File: src/smc_consts.svh
// constants of the smbus configuration slave
`ifndef SMC_CONSTS_SVH
`define SMC_CONSTS_SVH

// ----------------------------------------------------------------------
// command codes
// ----------------------------------------------------------------------
`define SMC_CMD_WR      8'hBE
`define SMC_CMD_REQ     8'hBA
`define SMC_CMD_RD      8'hBD
`define SMC_CMD_PCALL   8'hCD

// ----------------------------------------------------------------------
// byte counts and command byte fields
// ----------------------------------------------------------------------
`define SMC_CNT_WR      8'h08
`define SMC_CNT_REQ     8'h04
`define SMC_OP_WR       3'h3
`define SMC_OP_RD       3'h4
`define SMC_PORT_MAX    5'h02

// ----------------------------------------------------------------------
// byte positions inside a packet, address byte is 0
// ----------------------------------------------------------------------
`define SMC_IDX_ADDR    4'h0
`define SMC_IDX_CMD     4'h1
`define SMC_IDX_COUNT   4'h2
`define SMC_IDX_CB1     4'h3
`define SMC_IDX_CB2     4'h4
`define SMC_IDX_CB3     4'h5
`define SMC_IDX_CB4     4'h6
`define SMC_IDX_D1      4'h7
`define SMC_IDX_D4      4'hA
`define SMC_IDX_PEC_WR  4'hB
`define SMC_IDX_PEC_REQ 4'h7
`define SMC_IDX_LAST    4'hF

// ----------------------------------------------------------------------
// read answer byte positions
// ----------------------------------------------------------------------
`define SMC_TX_COUNT    3'h0
`define SMC_TX_D1       3'h1
`define SMC_TX_D2       3'h2
`define SMC_TX_D3       3'h3
`define SMC_TX_D4       3'h4
`define SMC_TX_PEC      3'h5
`define SMC_TX_LAST     3'h7
`define SMC_TX_FILL     8'hFF

// ----------------------------------------------------------------------
// slave address and control register
// ----------------------------------------------------------------------
`define SMC_ADDR_HI     4'hD
`define SMC_STRAP_WAIT  2'h3
`define SMC_CTL_DW      10'h0D1
`define SMC_CTL_PORT    5'h00
`define SMC_CTL_AD_MSB  7
`define SMC_CTL_AD_LSB  1
`define SMC_CTL_CHK     9

// ----------------------------------------------------------------------
// packet error code and bit counting
// ----------------------------------------------------------------------
`define SMC_CRC_POLY    8'h07
`define SMC_CRC_INIT    8'h00
`define SMC_BITS        4'h8

`endif

File: src/smc_pkg.sv
// types of the smbus configuration slave
package smc_pkg;

	// ------------------------------------------------------------------
	// link state machine
	// ------------------------------------------------------------------
	typedef enum logic [2:0] {
		SMC_IDLE = 3'b000,
		SMC_RX   = 3'b001,
		SMC_ACK  = 3'b010,
		SMC_TX   = 3'b011,
		SMC_MACK = 3'b100,
		SMC_SKIP = 3'b101
	} smc_st_e;

	// ------------------------------------------------------------------
	// whole state of the slave
	// ------------------------------------------------------------------
	typedef struct packed {
		smc_st_e     st;
		logic [3:0]  cnt;
		logic [7:0]  sh;
		logic [3:0]  byten;
		logic        rw;
		logic [7:0]  cmd;
		logic [4:0]  port;
		logic [3:0]  be;
		logic [9:0]  addr;
		logic [31:0] wdata;
		logic        err;
		logic        wr_ok;
		logic        active;
		logic        mack;
		logic [7:0]  crc;
		logic [2:0]  txidx;
		logic [31:0] rdata;
		logic        rd_pend;
		logic        rd_ok;
		logic [6:0]  saddr;
		logic        chk_off;
		logic [1:0]  init_cnt;
		logic        scl_q;
		logic        sda_q;
		logic        scl_out;
		logic        sda_out;
		logic        scl_oe_n;
		logic        sda_oe_n;
		logic        req;
		logic        wr;
		logic [4:0]  q_port;
		logic [9:0]  q_addr;
		logic [3:0]  q_be;
		logic [31:0] q_wdata;
	} smc_state_s;

endpackage : smc_pkg

File: src/smc_sync.sv
// two flip-flop synchroniser for pins entering the clock domain
`timescale 1ns/1ps
`default_nettype none

module smc_sync #(
	parameter int           W    = 1,
	parameter logic [W-1:0] INIT = '0
) (
	input  wire logic         clk,
	input  wire logic         rstn,
	input  wire logic [W-1:0] din,
	output logic      [W-1:0] dout
);

	logic [W-1:0] meta;

	always_ff @(posedge clk or negedge rstn) begin
		if (!rstn) begin
			meta <= INIT;
			dout <= INIT;
		end else begin
			meta <= din;
			dout <= meta;
		end
	end

endmodule : smc_sync

`default_nettype wire

File: src/smc_crc8.sv
// one byte step of the packet error code, crc-8 x^8+x^2+x+1
`timescale 1ns/1ps
`default_nettype none
`include "smc_consts.svh"

module smc_crc8 (
	input  wire logic [7:0] crc_in,
	input  wire logic [7:0] din,
	output logic      [7:0] crc_out
);

	always_comb begin
		logic [7:0] c;
		c = crc_in ^ din;
		for (int i = 0; i < 8; i++) begin
			if (c[7]) begin
				c = {c[6:0], 1'b0} ^ `SMC_CRC_POLY;
			end else begin
				c = {c[6:0], 1'b0};
			end
		end
		crc_out = c;
	end

endmodule : smc_crc8

`default_nettype wire

File: src/smc_slave.sv
// smbus slave giving an smbus master access to configuration registers
// Function
// - acts purely as an smbus slave: takes write data, returns read data
// - master can read and write every read/write configuration register
// - read-only and hardware_initialized registers are also writable here
// - clock and data pins are both two-way; clock line may be driven
// - default address: straps in bits 2:0, fixed 1,0,1,1 in bits 3 to 6
// - software may override the address via control register 344h bits 7:1
// - only block write, block read and process call are supported
// - packet error code is checked on receive and generated on transmit
// - register write is a block write with command code BEh
// - register read: block write BAh request, then block read BDh
// - process call with codes BAh and CDh also reads a register
// - a wrong byte after the address byte and every later byte of the packet are nacked
// - byte after data byte 4 is the error code; failure drops write
// - byte enables in command byte 3 bits 5:2 gate register bytes
// - port select from command byte 2 bits 3:0 and byte 3 bit 7
`timescale 1ns/1ps
`default_nettype none
`include "smc_consts.svh"

module smc_slave (
	input  wire logic        clk,
	input  wire logic        rstn,
	input  wire logic        scl_in,
	output logic             scl_out,
	output logic             scl_oe_n,
	input  wire logic        sda_in,
	output logic             sda_out,
	output logic             sda_oe_n,
	input  wire logic [2:0]  strap,
	input  wire logic        ctl_wr,
	input  wire logic [15:0] ctl_data,
	output logic             cfg_req,
	output logic             cfg_write,
	output logic      [4:0]  cfg_port,
	output logic      [9:0]  cfg_addr,
	output logic      [3:0]  cfg_be,
	output logic      [31:0] cfg_wdata,
	input  wire logic [31:0] cfg_rdata,
	input  wire logic        cfg_ack,
	output logic      [6:0]  slave_addr,
	output logic             error_check_off
);

	import smc_pkg::*;

	smc_state_s r;
	smc_state_s n;
	logic       s_scl;
	logic       s_sda;
	logic [2:0] s_strap;
	logic [7:0] crc_din;
	logic [7:0] crc_nx;
	logic [7:0] tx_byte;

	// ------------------------------------------------------------------
	// pin synchronisers and crc step
	// ------------------------------------------------------------------
	smc_sync #(
		.W    (5),
		.INIT (5'h18)
	) u_sync (
		.clk  (clk),
		.rstn (rstn),
		.din  ({scl_in, sda_in, strap}),
		.dout ({s_scl, s_sda, s_strap})
	);

	smc_crc8 u_crc (
		.crc_in  (r.crc),
		.din     (crc_din),
		.crc_out (crc_nx)
	);

	// ------------------------------------------------------------------
	// read answer byte
	// ------------------------------------------------------------------
	always_comb begin
		case (r.txidx)
			`SMC_TX_COUNT: tx_byte = `SMC_CNT_REQ;
			`SMC_TX_D1:    tx_byte = r.rdata[31:24];
			`SMC_TX_D2:    tx_byte = r.rdata[23:16];
			`SMC_TX_D3:    tx_byte = r.rdata[15:8];
			`SMC_TX_D4:    tx_byte = r.rdata[7:0];
			`SMC_TX_PEC:   tx_byte = r.crc;
			default:       tx_byte = `SMC_TX_FILL;
		endcase
	end

	assign crc_din = (r.st == SMC_TX) ? tx_byte : r.sh;

	// ------------------------------------------------------------------
	// next state
	// ------------------------------------------------------------------
	always_comb begin
		logic rise;
		logic fall;
		logic start;
		logic stop;
		logic ok;
		logic is_wr;
		logic is_pec;
		rise   = s_scl & ~r.scl_q;
		fall   = ~s_scl & r.scl_q;
		start  = r.scl_q & s_scl & r.sda_q & ~s_sda;
		stop   = r.scl_q & s_scl & ~r.sda_q & s_sda;
		ok     = 1'b0;
		is_wr  = (r.cmd == `SMC_CMD_WR);
		is_pec = is_wr ? (r.byten == `SMC_IDX_PEC_WR)
		               : (r.byten == `SMC_IDX_PEC_REQ);
		n       = r;
		n.req   = 1'b0;
		n.scl_q = s_scl;
		n.sda_q = s_sda;

		// strap capture a few cycles after reset release
		if (r.init_cnt != `SMC_STRAP_WAIT) begin
			n.init_cnt = r.init_cnt + 2'h1;
			if (r.init_cnt == `SMC_STRAP_WAIT - 2'h1) begin
				n.saddr = {`SMC_ADDR_HI, s_strap};
			end
		end
		if (ctl_wr) begin
			n.saddr   = ctl_data[`SMC_CTL_AD_MSB:`SMC_CTL_AD_LSB];
			n.chk_off = ctl_data[`SMC_CTL_CHK];
		end
		if (cfg_ack && r.rd_pend) begin
			n.rdata   = cfg_rdata;
			n.rd_ok   = 1'b1;
			n.rd_pend = 1'b0;
		end

		if (start) begin
			// repeated start keeps the running crc and error state
			if (!r.active) begin
				n.crc = `SMC_CRC_INIT;
				n.err = 1'b0;
			end
			n.active   = 1'b1;
			n.st       = SMC_RX;
			n.cnt      = 4'h0;
			n.byten    = `SMC_IDX_ADDR;
			n.sda_oe_n = 1'b1;
			n.scl_oe_n = 1'b1;
		end else if (stop) begin
			n.st       = SMC_IDLE;
			n.active   = 1'b0;
			n.sda_oe_n = 1'b1;
			n.scl_oe_n = 1'b1;
			n.wr_ok    = 1'b0;
			if (is_wr && r.wr_ok && !r.err) begin
				// write goes through to any register class
				n.req = 1'b1;
				n.wr  = 1'b1;
				if (r.port == `SMC_CTL_PORT && r.addr == `SMC_CTL_DW) begin
					if (r.be[0]) begin
						n.saddr = r.wdata[`SMC_CTL_AD_MSB:`SMC_CTL_AD_LSB];
					end
					if (r.be[1]) begin
						n.chk_off = r.wdata[`SMC_CTL_CHK];
					end
				end
			end
		end else begin
			case (r.st)
				SMC_RX: begin
					if (rise) begin
						n.sh  = {r.sh[6:0], s_sda};
						n.cnt = r.cnt + 4'h1;
					end else if (fall && r.cnt == `SMC_BITS) begin
						case (r.byten)
							`SMC_IDX_ADDR: begin
								n.rw = r.sh[0];
								ok   = (r.sh[7:1] == r.saddr) &&
								       (!r.sh[0] || r.rd_pend || r.rd_ok);
							end
							`SMC_IDX_CMD: begin
								n.cmd = r.sh;
								ok    = (r.sh == `SMC_CMD_WR) ||
								        (r.sh == `SMC_CMD_REQ) ||
								        (r.sh == `SMC_CMD_RD) ||
								        (r.sh == `SMC_CMD_PCALL);
								if (r.sh == `SMC_CMD_REQ ||
								    r.sh == `SMC_CMD_PCALL) begin
									n.rd_ok = 1'b0;
								end
							end
							`SMC_IDX_COUNT: begin
								ok = is_wr ? (r.sh == `SMC_CNT_WR)
								     : ((r.cmd != `SMC_CMD_RD) &&
								        (r.sh == `SMC_CNT_REQ));
							end
							`SMC_IDX_CB1: begin
								ok = (r.sh[2:0] == (is_wr ? `SMC_OP_WR
								                          : `SMC_OP_RD));
							end
							`SMC_IDX_CB2: begin
								n.port[4:1] = r.sh[3:0];
								ok          = 1'b1;
							end
							`SMC_IDX_CB3: begin
								n.port[0]   = r.sh[7];
								n.be        = r.sh[5:2];
								n.addr[9:8] = r.sh[1:0];
								ok = ({r.port[4:1], r.sh[7]} <= `SMC_PORT_MAX);
							end
							`SMC_IDX_CB4: begin
								n.addr[7:0] = r.sh;
								ok          = 1'b1;
								if (!is_wr && !r.err) begin
									n.req     = 1'b1;
									n.wr      = 1'b0;
									n.rd_pend = 1'b1;
								end
							end
							default: begin
								if (is_pec) begin
									ok = r.chk_off || (r.sh == r.crc);
									if (!ok) begin
										n.wr_ok   = 1'b0;
										n.rd_pend = 1'b0;
										n.rd_ok   = 1'b0;
									end
								end else if (is_wr && r.byten >= `SMC_IDX_D1 &&
								             r.byten <= `SMC_IDX_D4) begin
									n.wdata = {r.wdata[23:0], r.sh};
									ok      = 1'b1;
									if (r.byten == `SMC_IDX_D4 && !r.err) begin
										n.wr_ok = 1'b1;
									end
								end
							end
						endcase
						n.mack = ok && !r.err;
						if (!ok && r.byten != `SMC_IDX_ADDR) begin
							n.err = 1'b1;
						end
						if (r.byten != `SMC_IDX_LAST) begin
							n.byten = r.byten + 4'h1;
						end
						n.crc      = crc_nx;
						n.st       = SMC_ACK;
						n.cnt      = 4'h0;
						n.sda_oe_n = ~(ok && !r.err);
					end
				end
				SMC_ACK: begin
					if (fall) begin
						n.sda_oe_n = 1'b1;
						if (!r.mack && r.byten == `SMC_IDX_CMD) begin
							n.st = SMC_SKIP;
						end else if (r.rw && r.mack) begin
							n.st    = SMC_TX;
							n.cnt   = 4'h0;
							n.txidx = `SMC_TX_COUNT;
						end else begin
							n.st = SMC_RX;
						end
					end
				end
				SMC_TX: begin
					if (r.cnt == 4'h0) begin
						if (r.rd_ok) begin
							n.sh       = {tx_byte[6:0], 1'b0};
							n.sda_oe_n = tx_byte[7];
							n.crc      = crc_nx;
							n.scl_oe_n = 1'b1;
							n.cnt      = 4'h1;
						end else begin
							n.scl_oe_n = 1'b0;
						end
					end else if (fall) begin
						if (r.cnt == `SMC_BITS) begin
							n.sda_oe_n = 1'b1;
							n.st       = SMC_MACK;
						end else begin
							n.sda_oe_n = r.sh[7];
							n.sh       = {r.sh[6:0], 1'b0};
							n.cnt      = r.cnt + 4'h1;
						end
					end
				end
				SMC_MACK: begin
					if (rise) begin
						n.mack = ~s_sda;
					end else if (fall) begin
						if (r.mack) begin
							n.st    = SMC_TX;
							n.cnt   = 4'h0;
							if (r.txidx != `SMC_TX_LAST) begin
								n.txidx = r.txidx + 3'h1;
							end
						end else begin
							n.st = SMC_SKIP;
						end
					end
				end
				default: begin
					n.sda_oe_n = 1'b1;
					n.scl_oe_n = 1'b1;
				end
			endcase
		end
		// access fields stand from one request to the next
		if (n.req) begin
			{n.q_port, n.q_addr, n.q_be, n.q_wdata} = {n.port, n.addr, n.be,
			                                         n.wdata};
		end
	end

	// ------------------------------------------------------------------
	// state register
	// ------------------------------------------------------------------
	always_ff @(posedge clk or negedge rstn) begin
		if (!rstn) begin
			r          <= '0;
			r.st       <= SMC_IDLE;
			r.crc      <= `SMC_CRC_INIT;
			r.saddr    <= {`SMC_ADDR_HI, 3'h0};
			r.scl_q    <= 1'b1;
			r.sda_q    <= 1'b1;
			r.scl_oe_n <= 1'b1;
			r.sda_oe_n <= 1'b1;
		end else begin
			r <= n;
		end
	end

	assign scl_out         = r.scl_out;
	assign sda_out         = r.sda_out;
	assign scl_oe_n        = r.scl_oe_n;
	assign sda_oe_n        = r.sda_oe_n;
	assign cfg_req         = r.req;
	assign cfg_write       = r.wr;
	assign cfg_port        = r.q_port;
	assign cfg_addr        = r.q_addr;
	assign cfg_be          = r.q_be;
	assign cfg_wdata       = r.q_wdata;
	assign slave_addr      = r.saddr;
	assign error_check_off = r.chk_off;

endmodule : smc_slave

`default_nettype wire

File: config.mk
export PLATFORM = sky130hd
export DESIGN_NAME = smc_slave
export DESIGN_NICKNAME = d
export VERILOG_FILES = /design/src/smc_pkg.sv /design/src/smc_sync.sv /design/src/smc_crc8.sv /design/src/smc_slave.sv
export VERILOG_INCLUDE_DIRS = /design/src
export SDC_FILE = /design/constraint.sdc
export NUM_CORES = 1
export LEC_CHECK = 0
export ABC_AREA = 1
export BUFFER_PORTS_ARGS = -buffer_cell sky130_fd_sc_hd__buf_4
export CORE_UTILIZATION = 30
export DETAILED_ROUTE_END_ITERATION = 8
export PLACE_DENSITY = 0.54
export SLEW_MARGIN = 20
export SYNTH_ARGS = -nofsm -noshare
export SYNTH_HDL_FRONTEND = slang
export SYNTH_HIERARCHICAL = 1
export SYNTH_SLANG_ARGS = --single-unit
File: constraint.sdc
create_clock -name clk -period 2.6 [get_ports clk]
set_input_delay 0.26 -clock clk [delete_from_list [all_inputs] [get_ports clk]]
set_output_delay 0.26 -clock clk [all_outputs]
set_load 0.02 [all_outputs]
==> summary.txt, run 1 <==
Worst setup path
  • Critical path peak fanout: 6
  • Critical Path RT: 3050 ps
  • Critical path class: reg -> reg
  • Startpoint types: register
  • Worst Setup SP: r[103]
  • Crit path cell chain: inv_2 > buf_4 > ha_4 > nor2_1 > nand3_1 > inv_2 > buf_4 > a221oi_1 > nand2_1 > nand2_1 > o21ai_2 > xnor2_1 > nand2_1 > nand2_2 > xor2_1 > nand3_1 > o21ai_0
  • CP max stage delay: 450 ps
  • Slowest-stage cell, CP: dfrtp_2
  • Most numerous cell on the critical path: nand2_1
  • Arr. time, crit path: 2920 ps
  • RR Startpoint: r[103]
  • Worst path top cell family by delay: simple AND/OR/NAND/NOR gates
  • R2R depth: 17
  • Crit end category: register
  • Crit path depth: 17
  • Worst Path Buf+Inv: 4

Flow run
  • Max-Cap Viols: 0

Power and ir drop
  • Max VDD drop: 0.000503 V
  • Pleak: 6.59 nW
  • Total Power: approximately 10 mW
  • PD cells: 777 nW/µm²

CTS
  • Reg clk slew, reported paths: 60 ps
  • Clock Tree Root: clkbuf_16
  • Worst-Skew Late Latency: ~530 ps
  • Total CTS buffers: 23
  • Clock sinks: approximately 210
  • CTS Buffer Depth: 3
  • CTS H-tree depth: 1
  • CTS tree: yes

Final layout
  • Synth-to-Final Area Change: 25.3%
  • Multi-input gate area: 4540 µm²
  • Reg area: 5150 µm²
  • Layout cells sized above 1: roughly a quarter
  • Filler Cells Inserted: 3511
  • ANT cells: 0
  • Finished Core Util: 38.3%
  • Non-filler cells, final: 1879
  • Nets: 1481

STA
  • Measured slew at the worst slew-check pin: 532 ps
  • RSZ-0062 raised after global routing: true
  • Period utilization: 95.2%
  • Final Max Tran Viols: 0
  • Slew HR: 64.6%
  • Fin Clk Skew: 14.7 ps
  • Final setup margin: 125 ps
  • Final setup violation count: 0
  • Tmin final: approximately 2500 ps
  • Final Hold Fails: 0
  • Hold_ws: 20.9 ps
  • Fmax: 404 MHz

Route
  • Vias per cell: 4.58
  • Initial drt markers: 415
  • Routed wire per std cell: 14.6 µm
  • Vias: roughly 8600
  • Routed wire length: 27400 µm
  • Remaining antenna violation count: 0
  • Router iterations before antenna repair: 5
  • DR DRC count: 0

Logic synthesis
  • Synth area leader: dfrtp_1
  • Post-synth EDFFs: 0
  • Yosys Warn Count: 6
  • Seq cells post-synth: 205
  • Most frequent cell after synthesis: nand2_1
  • Post-synth top cells: 437 x nand2_1, 194 x dfrtp_1, 111 x inv_1, 77 x o21ai_0
  • Register area share after synthesis: between 40 and 50%
  • Yosys top cell area share: between 40% and 50%
  • Post-synth cell types: 49
  • Post-Syn Area: 10600 µm²
  • Primary FF master, synth: dfrtp_1
  • Synth area leaders: dfrtp_1 46%, nand2_1 15%, buf_4 4.6%
  • Ys async rst share: 100%
  • Synthesized instance count: 1277
  • Avg Cell Area, Syn: 8.29 µm²

GRT
  • Largest net degree at the start of global routing: 68
  • GR Overflow Total: 0
  • Tot GR Track Use: 15.5%
  • Initial antenna violation count: 1
  • First-pass GRT wire length: 45000 µm
  • Vias in the first global route: 8529

Min path
  • Worst hold start: ctl_data[4]
  • Hold path cells: 3
  • Worst Hold Class: in -> reg

Floorplanning
  • Ports: 122
  • Die area: 36100 µm²
  • Row count: 68
  • Core Box Area: 34600 µm²
  • Starting Density: 30.6%
  • Die Width: 190 µm
  • Die Span Y: roughly 190 µm

Status
  • Status: finished clean

Placement
  • Post-DP HPWL: 20000 µm
  • Dpl ws: -203 ps
  • Placer congestion estimate: 0.892
  • Post-Place Cells: 1790
  • Port Buffers: 111
## sequential cells by signal, indices dropped and copies added (netlist names)
name,count
cfg_addr,10
cfg_be,4
cfg_port,5
cfg_req,1
cfg_wdata,32
cfg_write,1
error_check_off,1
r,132
scl_oe_n,1
sda_oe_n,1
slave_addr,7
u_sync/dout,5
u_sync/meta,5
## layout by cell type (no fill, tap or decap), types with 3 or more instances in the layout
| cell type | Yosys | final |
|---|---|---|
| nand2_1 | 437 | 420 |
| dfrtp_1 | 194 | 192 |
| buf_4 | 65 | 161 |
| inv_1 | 111 | 104 |
| o21ai_0 | 77 | 65 |
| nor2_1 | 65 | 63 |
| nand3_1 | 50 | 48 |
| o21ai_2 | 33 | 40 |
| dlygate4sd3_1 | 0 | 38 |
| mux2_2 | 32 | 32 |
| nand2_2 | 9 | 23 |
| clkbuf_16 | 0 | 23 |
| o21ai_1 | 17 | 22 |
| a21oi_1 | 22 | 22 |
| inv_2 | 13 | 19 |
| nor3_1 | 16 | 13 |
| xnor2_1 | 12 | 11 |
| dfstp_2 | 11 | 11 |
| o211ai_1 | 10 | 10 |
| ha_1 | 14 | 9 |
| xor2_1 | 7 | 7 |
| clkbuf_8 | 0 | 7 |
| nand4_1 | 6 | 6 |
| buf_12 | 0 | 6 |
| nor2_2 | 5 | 5 |
| nor2_4 | 2 | 4 |
| nor3_2 | 2 | 4 |
| nand3_2 | 2 | 4 |
| ha_4 | 0 | 4 |
| clkbuf_1 | 13 | 4 |
| bufinv_16 | 0 | 4 |
| nand2_4 | 0 | 3 |
| a221oi_2 | 0 | 3 |
| nor4_1 | 3 | 3 |
| o221ai_1 | 3 | 3 |
## kinds of logic after synthesis
family | share of synthesized area [%]
adder cells (fa/ha/maj) | 1.65
flip-flops | 48.6
other | 0.0354
AND/OR/NAND/NOR | 23.1
AO/OA/AOI/OAI | 10.9
multiplexers | 3.50
buffers and inverters | 10.6
XOR/XNOR | 1.72
## layout make-up
class / instances / area share (%)
flip-flops and latches: 205 / 38.8
multi-input cells: 850 / 34.2
repair buffers: 206 / 13.0
clock buffers: 33 / 5.07
well taps: 455 / 4.29
inverters: 124 / 3.53
clock inverters: 6 / 1.09
## routing by layer
metal  track usage, %  part of all wire [%]
met4             3.85                   2.4
met3             2.12                   4.0
met5                0                 0.036
met2             25.5                    46
met1             21.2                    47
## stage by stage
step	cell area, µm²	setup TNS (ps)
floorplan	10600	0
global placement	11800	-479
detailed placement	11800	-565
CTS	13000	0
global route	13300	-85.0
finish	13300	0
## path summary, 6_finish.rpt
check	to	slack, ps
min in group asynchronous	cfg_be[1]	310
max in group asynchronous	sda_oe_n	1490
setup reg to reg	r[111]	120
hold reg to reg	u_sync/dout[3]	350
setup / recovery	r[111]	120
hold / removal	slave_addr[3]	20
## worst min-delay path: stages
cell and delay [ps]:
buf_4 80, o221ai_1 80, o21ai_0 80
## power breakdown
part	leakage (nW)	internal, mW	switching [mW]
sequential	2.76	3.38	0.250
clock	0.402	2.19	1.31
combinational	3.43	1.23	1.93
total	6.59	6.81	3.50
## repair_timing
item | CTS | global route
endpoints found under the setup margin | 8 | 39
pin swaps | 3 | 24
buffers inserted | 3 | 9
hold buffers | 38 | 0
resized for setup | 7 | 66
endpoints found under the hold margin | 95 | 0
Power figures use the tool's default switching activity.
==> run 2, diff against run 1 <==
--- a/config.mk
+++ b/config.mk
@@ -10,7 +10,7 @@
 export BUFFER_PORTS_ARGS = -buffer_cell sky130_fd_sc_hd__buf_4
 export CORE_UTILIZATION = 30
 export DETAILED_ROUTE_END_ITERATION = 8
-export PLACE_DENSITY = 0.54
+export PLACE_DENSITY = 0.55
 export SLEW_MARGIN = 20
 export SYNTH_ARGS = -nofsm -noshare
 export SYNTH_HDL_FRONTEND = slang
==> constraint.sdc (replaced) <==
create_clock -name clk -period 2.1 [get_ports clk]
set_input_delay 0.21 -clock clk [delete_from_list [all_inputs] [get_ports clk]]
set_output_delay 0.21 -clock clk [all_outputs]
set_load 0.02 [all_outputs]
==> summary.txt, run 2 (same netlist as run 1, synthesis figures left out) <==
Flow run
  • Max-Cap Viols: 0

Worst setup path
  • Crit path cell chain: inv_2 > ha_4 > nand2_1 > nand3_4 > inv_4 > buf_6 > buf_6 > a221oi_2 > nand2_1 > nand2_1 > o21ai_2 > xor2_1 > nand2_1 > nand2_2 > xor2_1 > nand3_1 > o21ai_1
  • Worst Path Buf+Inv: 4
  • Arr. time, crit path: around 3000 ps
  • Startpoint types: register
  • Most numerous cell on the critical path: nand2_1
  • Critical path class: reg -> reg
  • Worst path top cell family by delay: simple AND/OR/NAND/NOR gates
  • Critical Path RT: between 2000 and 3000 ps
  • CP max stage delay: 440 ps
  • Slowest-stage cell, CP: dfrtp_2
  • Critical path peak fanout: 4
  • Crit end category: register

STA
  • Fin Clk Skew: 15.3 ps
  • Slew HR: a little under three fifths
  • Final setup margin: -390 ps
  • Final Max Tran Viols: 0
  • RSZ-0062 raised after global routing: true
  • Final Hold Fails: 0
  • Setup TNS: -2440 ps
  • Tmin final: 2490 ps
  • Measured slew at the worst slew-check pin: ~640 ps
  • Final setup violation count: 9
  • Period utilization: 119%
  • Fmax: around 400 MHz

Status
  • Failing checks: negative setup slack
  • Status: complete, but fails checks

Power and ir drop
  • Total Power: 13.5 mW
  • Pleak: about 7 nW
  • Max VDD drop: approximately 0.00065 V
  • PD cells: 937 nW/µm²

Floorplanning
  • Die area: 36100 µm²
  • Row count: 68
  • Die Span Y: 190 µm
  • Core Box Area: 34600 µm²
  • Ports: 122
  • Starting Density: 30.6%
  • Die Width: 190 µm

Final layout
  • Most common cell after layout, fill and taps aside: nand2_1
  • Most frequent cells in the layout: 400 x nand2_1, 215 x buf_4, 189 x dfrtp_1
  • ANT cells: 0
  • Nets: 1568
  • Layout cells sized above 1: 32.8%
  • Most flops, register: r
  • Synth-to-Final Area Change: 36.5%
  • Max reg flops: 132

CTS
  • Clock sinks: 205
  • Total CTS buffers: 23
  • CTS Buffer Depth: 3
  • Clock Tree Root: clkbuf_16
  • CTS H-tree depth: 1
  • CTS tree: yes
  • Worst-Skew Late Latency: 530 ps
  • Reg clk slew, reported paths: 70 ps

Route
  • Routed wire per std cell: 15.7 µm
  • Routed wire length: 31000 µm
  • Router iterations before antenna repair: 5
  • Remaining antenna violation count: 0
  • Vias: 9120
  • DR DRC count: 0
  • Initial drt markers: 517
  • Vias per cell: between 4 and 5

GRT
  • Vias in the first global route: 8803
  • GR Overflow Total: 0
  • Largest net degree at the start of global routing: 67
  • Tot GR Track Use: 16.3%
  • First-pass GRT wire length: 47200 µm
  • Initial antenna violation count: 0

Placement
  • Dpl ws: -403 ps
  • Port Buffers: about 110
  • Post-DP HPWL: 21200 µm
  • Placer congestion estimate: 0.923

Min path
  • Worst Hold Class: in -> reg
-- run 2: cell count changes in the layout (fill, tap and decap cells not counted), moves of 7 or more --
cell           before  now
dlygate4sd3_1      38   45
buf_4             161  215
nand2_1           420  400
clkbuf_16          23   30
o21ai_0            65   54
buf_6               0   12
nor2_1             63   56
o21ai_1            22   31
nand2_2            23   42
-- run 2: metrics by stage --
stage	instances	hold slack, ps	utilization (%)	instance area, µm²
after floorplan	1278	-85.6	-	10600
after global placement	1840	271	35.2	12200
after detailed placement	1840	269	35.2	12200
after CTS	1942	5.60	39.8	13800
after global routing	1969	64.4	41.8	14500
final	1969	25.3	41.8	14500
-- run 2: layout make-up --
type                            count  area [µm²]
Clock buffer                       30         642
Clock inverter                     12         184
Fill cell                        3455       20200
Inverter                          124         478
Multi-Input combinational cell    851        4810
Sequential cell                   205        5150
Tap cell                          455         569
Timing Repair Buffer              292        2620
-- run 2: timing repair --
action	CTS	global route
buffers inserted	17	17
hold endpoints to repair	103	0
setup endpoints to repair	11	91
gates resized for setup	60	90
gates cloned	0	12
pin swaps	20	47
hold buffers	45	0
-- run 2: worst min-delay path: stages --
cell and delay, ps:
buf_4 80, o21ai_0 70, a21oi_1 140
-- run 2: worst paths after layout --
kind                                 from        endpoint  slack [ps]  cells after the start
max                                r[103]          r[110]        -390                     17
min                           ctl_data[3]   slave_addr[2]          30                      3
max reg2reg                        r[103]          r[110]        -390                     17
min reg2reg                u_sync/meta[0]  u_sync/dout[0]         350                      0
max in group asynchronous            rstn          r[104]        1040                      3
min in group asynchronous            rstn         cfg_req         250                      2
-- run 2: power breakdown --
part | leakage, nW | switching, mW | internal (mW)
combinational | 4.01 | 2.70 | 2.02
clock | 0.402 | 1.70 | 2.67
sequential | 2.75 | 0.271 | 4.19
total | 7.16 | 4.67 | 8.87
-- run 2: layer usage --
| layer | part of all wire, % | track usage [%] | up-vias |
|---|---|---|---|
| met1 | 45 | 22.4 | 4301 |
| met3 | 5.4 | 2.42 | 51 |
| met2 | 47 | 26.8 | 278 |
| met4 | 2.5 | 4.19 | 0 |
| li1 | - | - | 4490 |
| met5 | 0 | 0 | - |
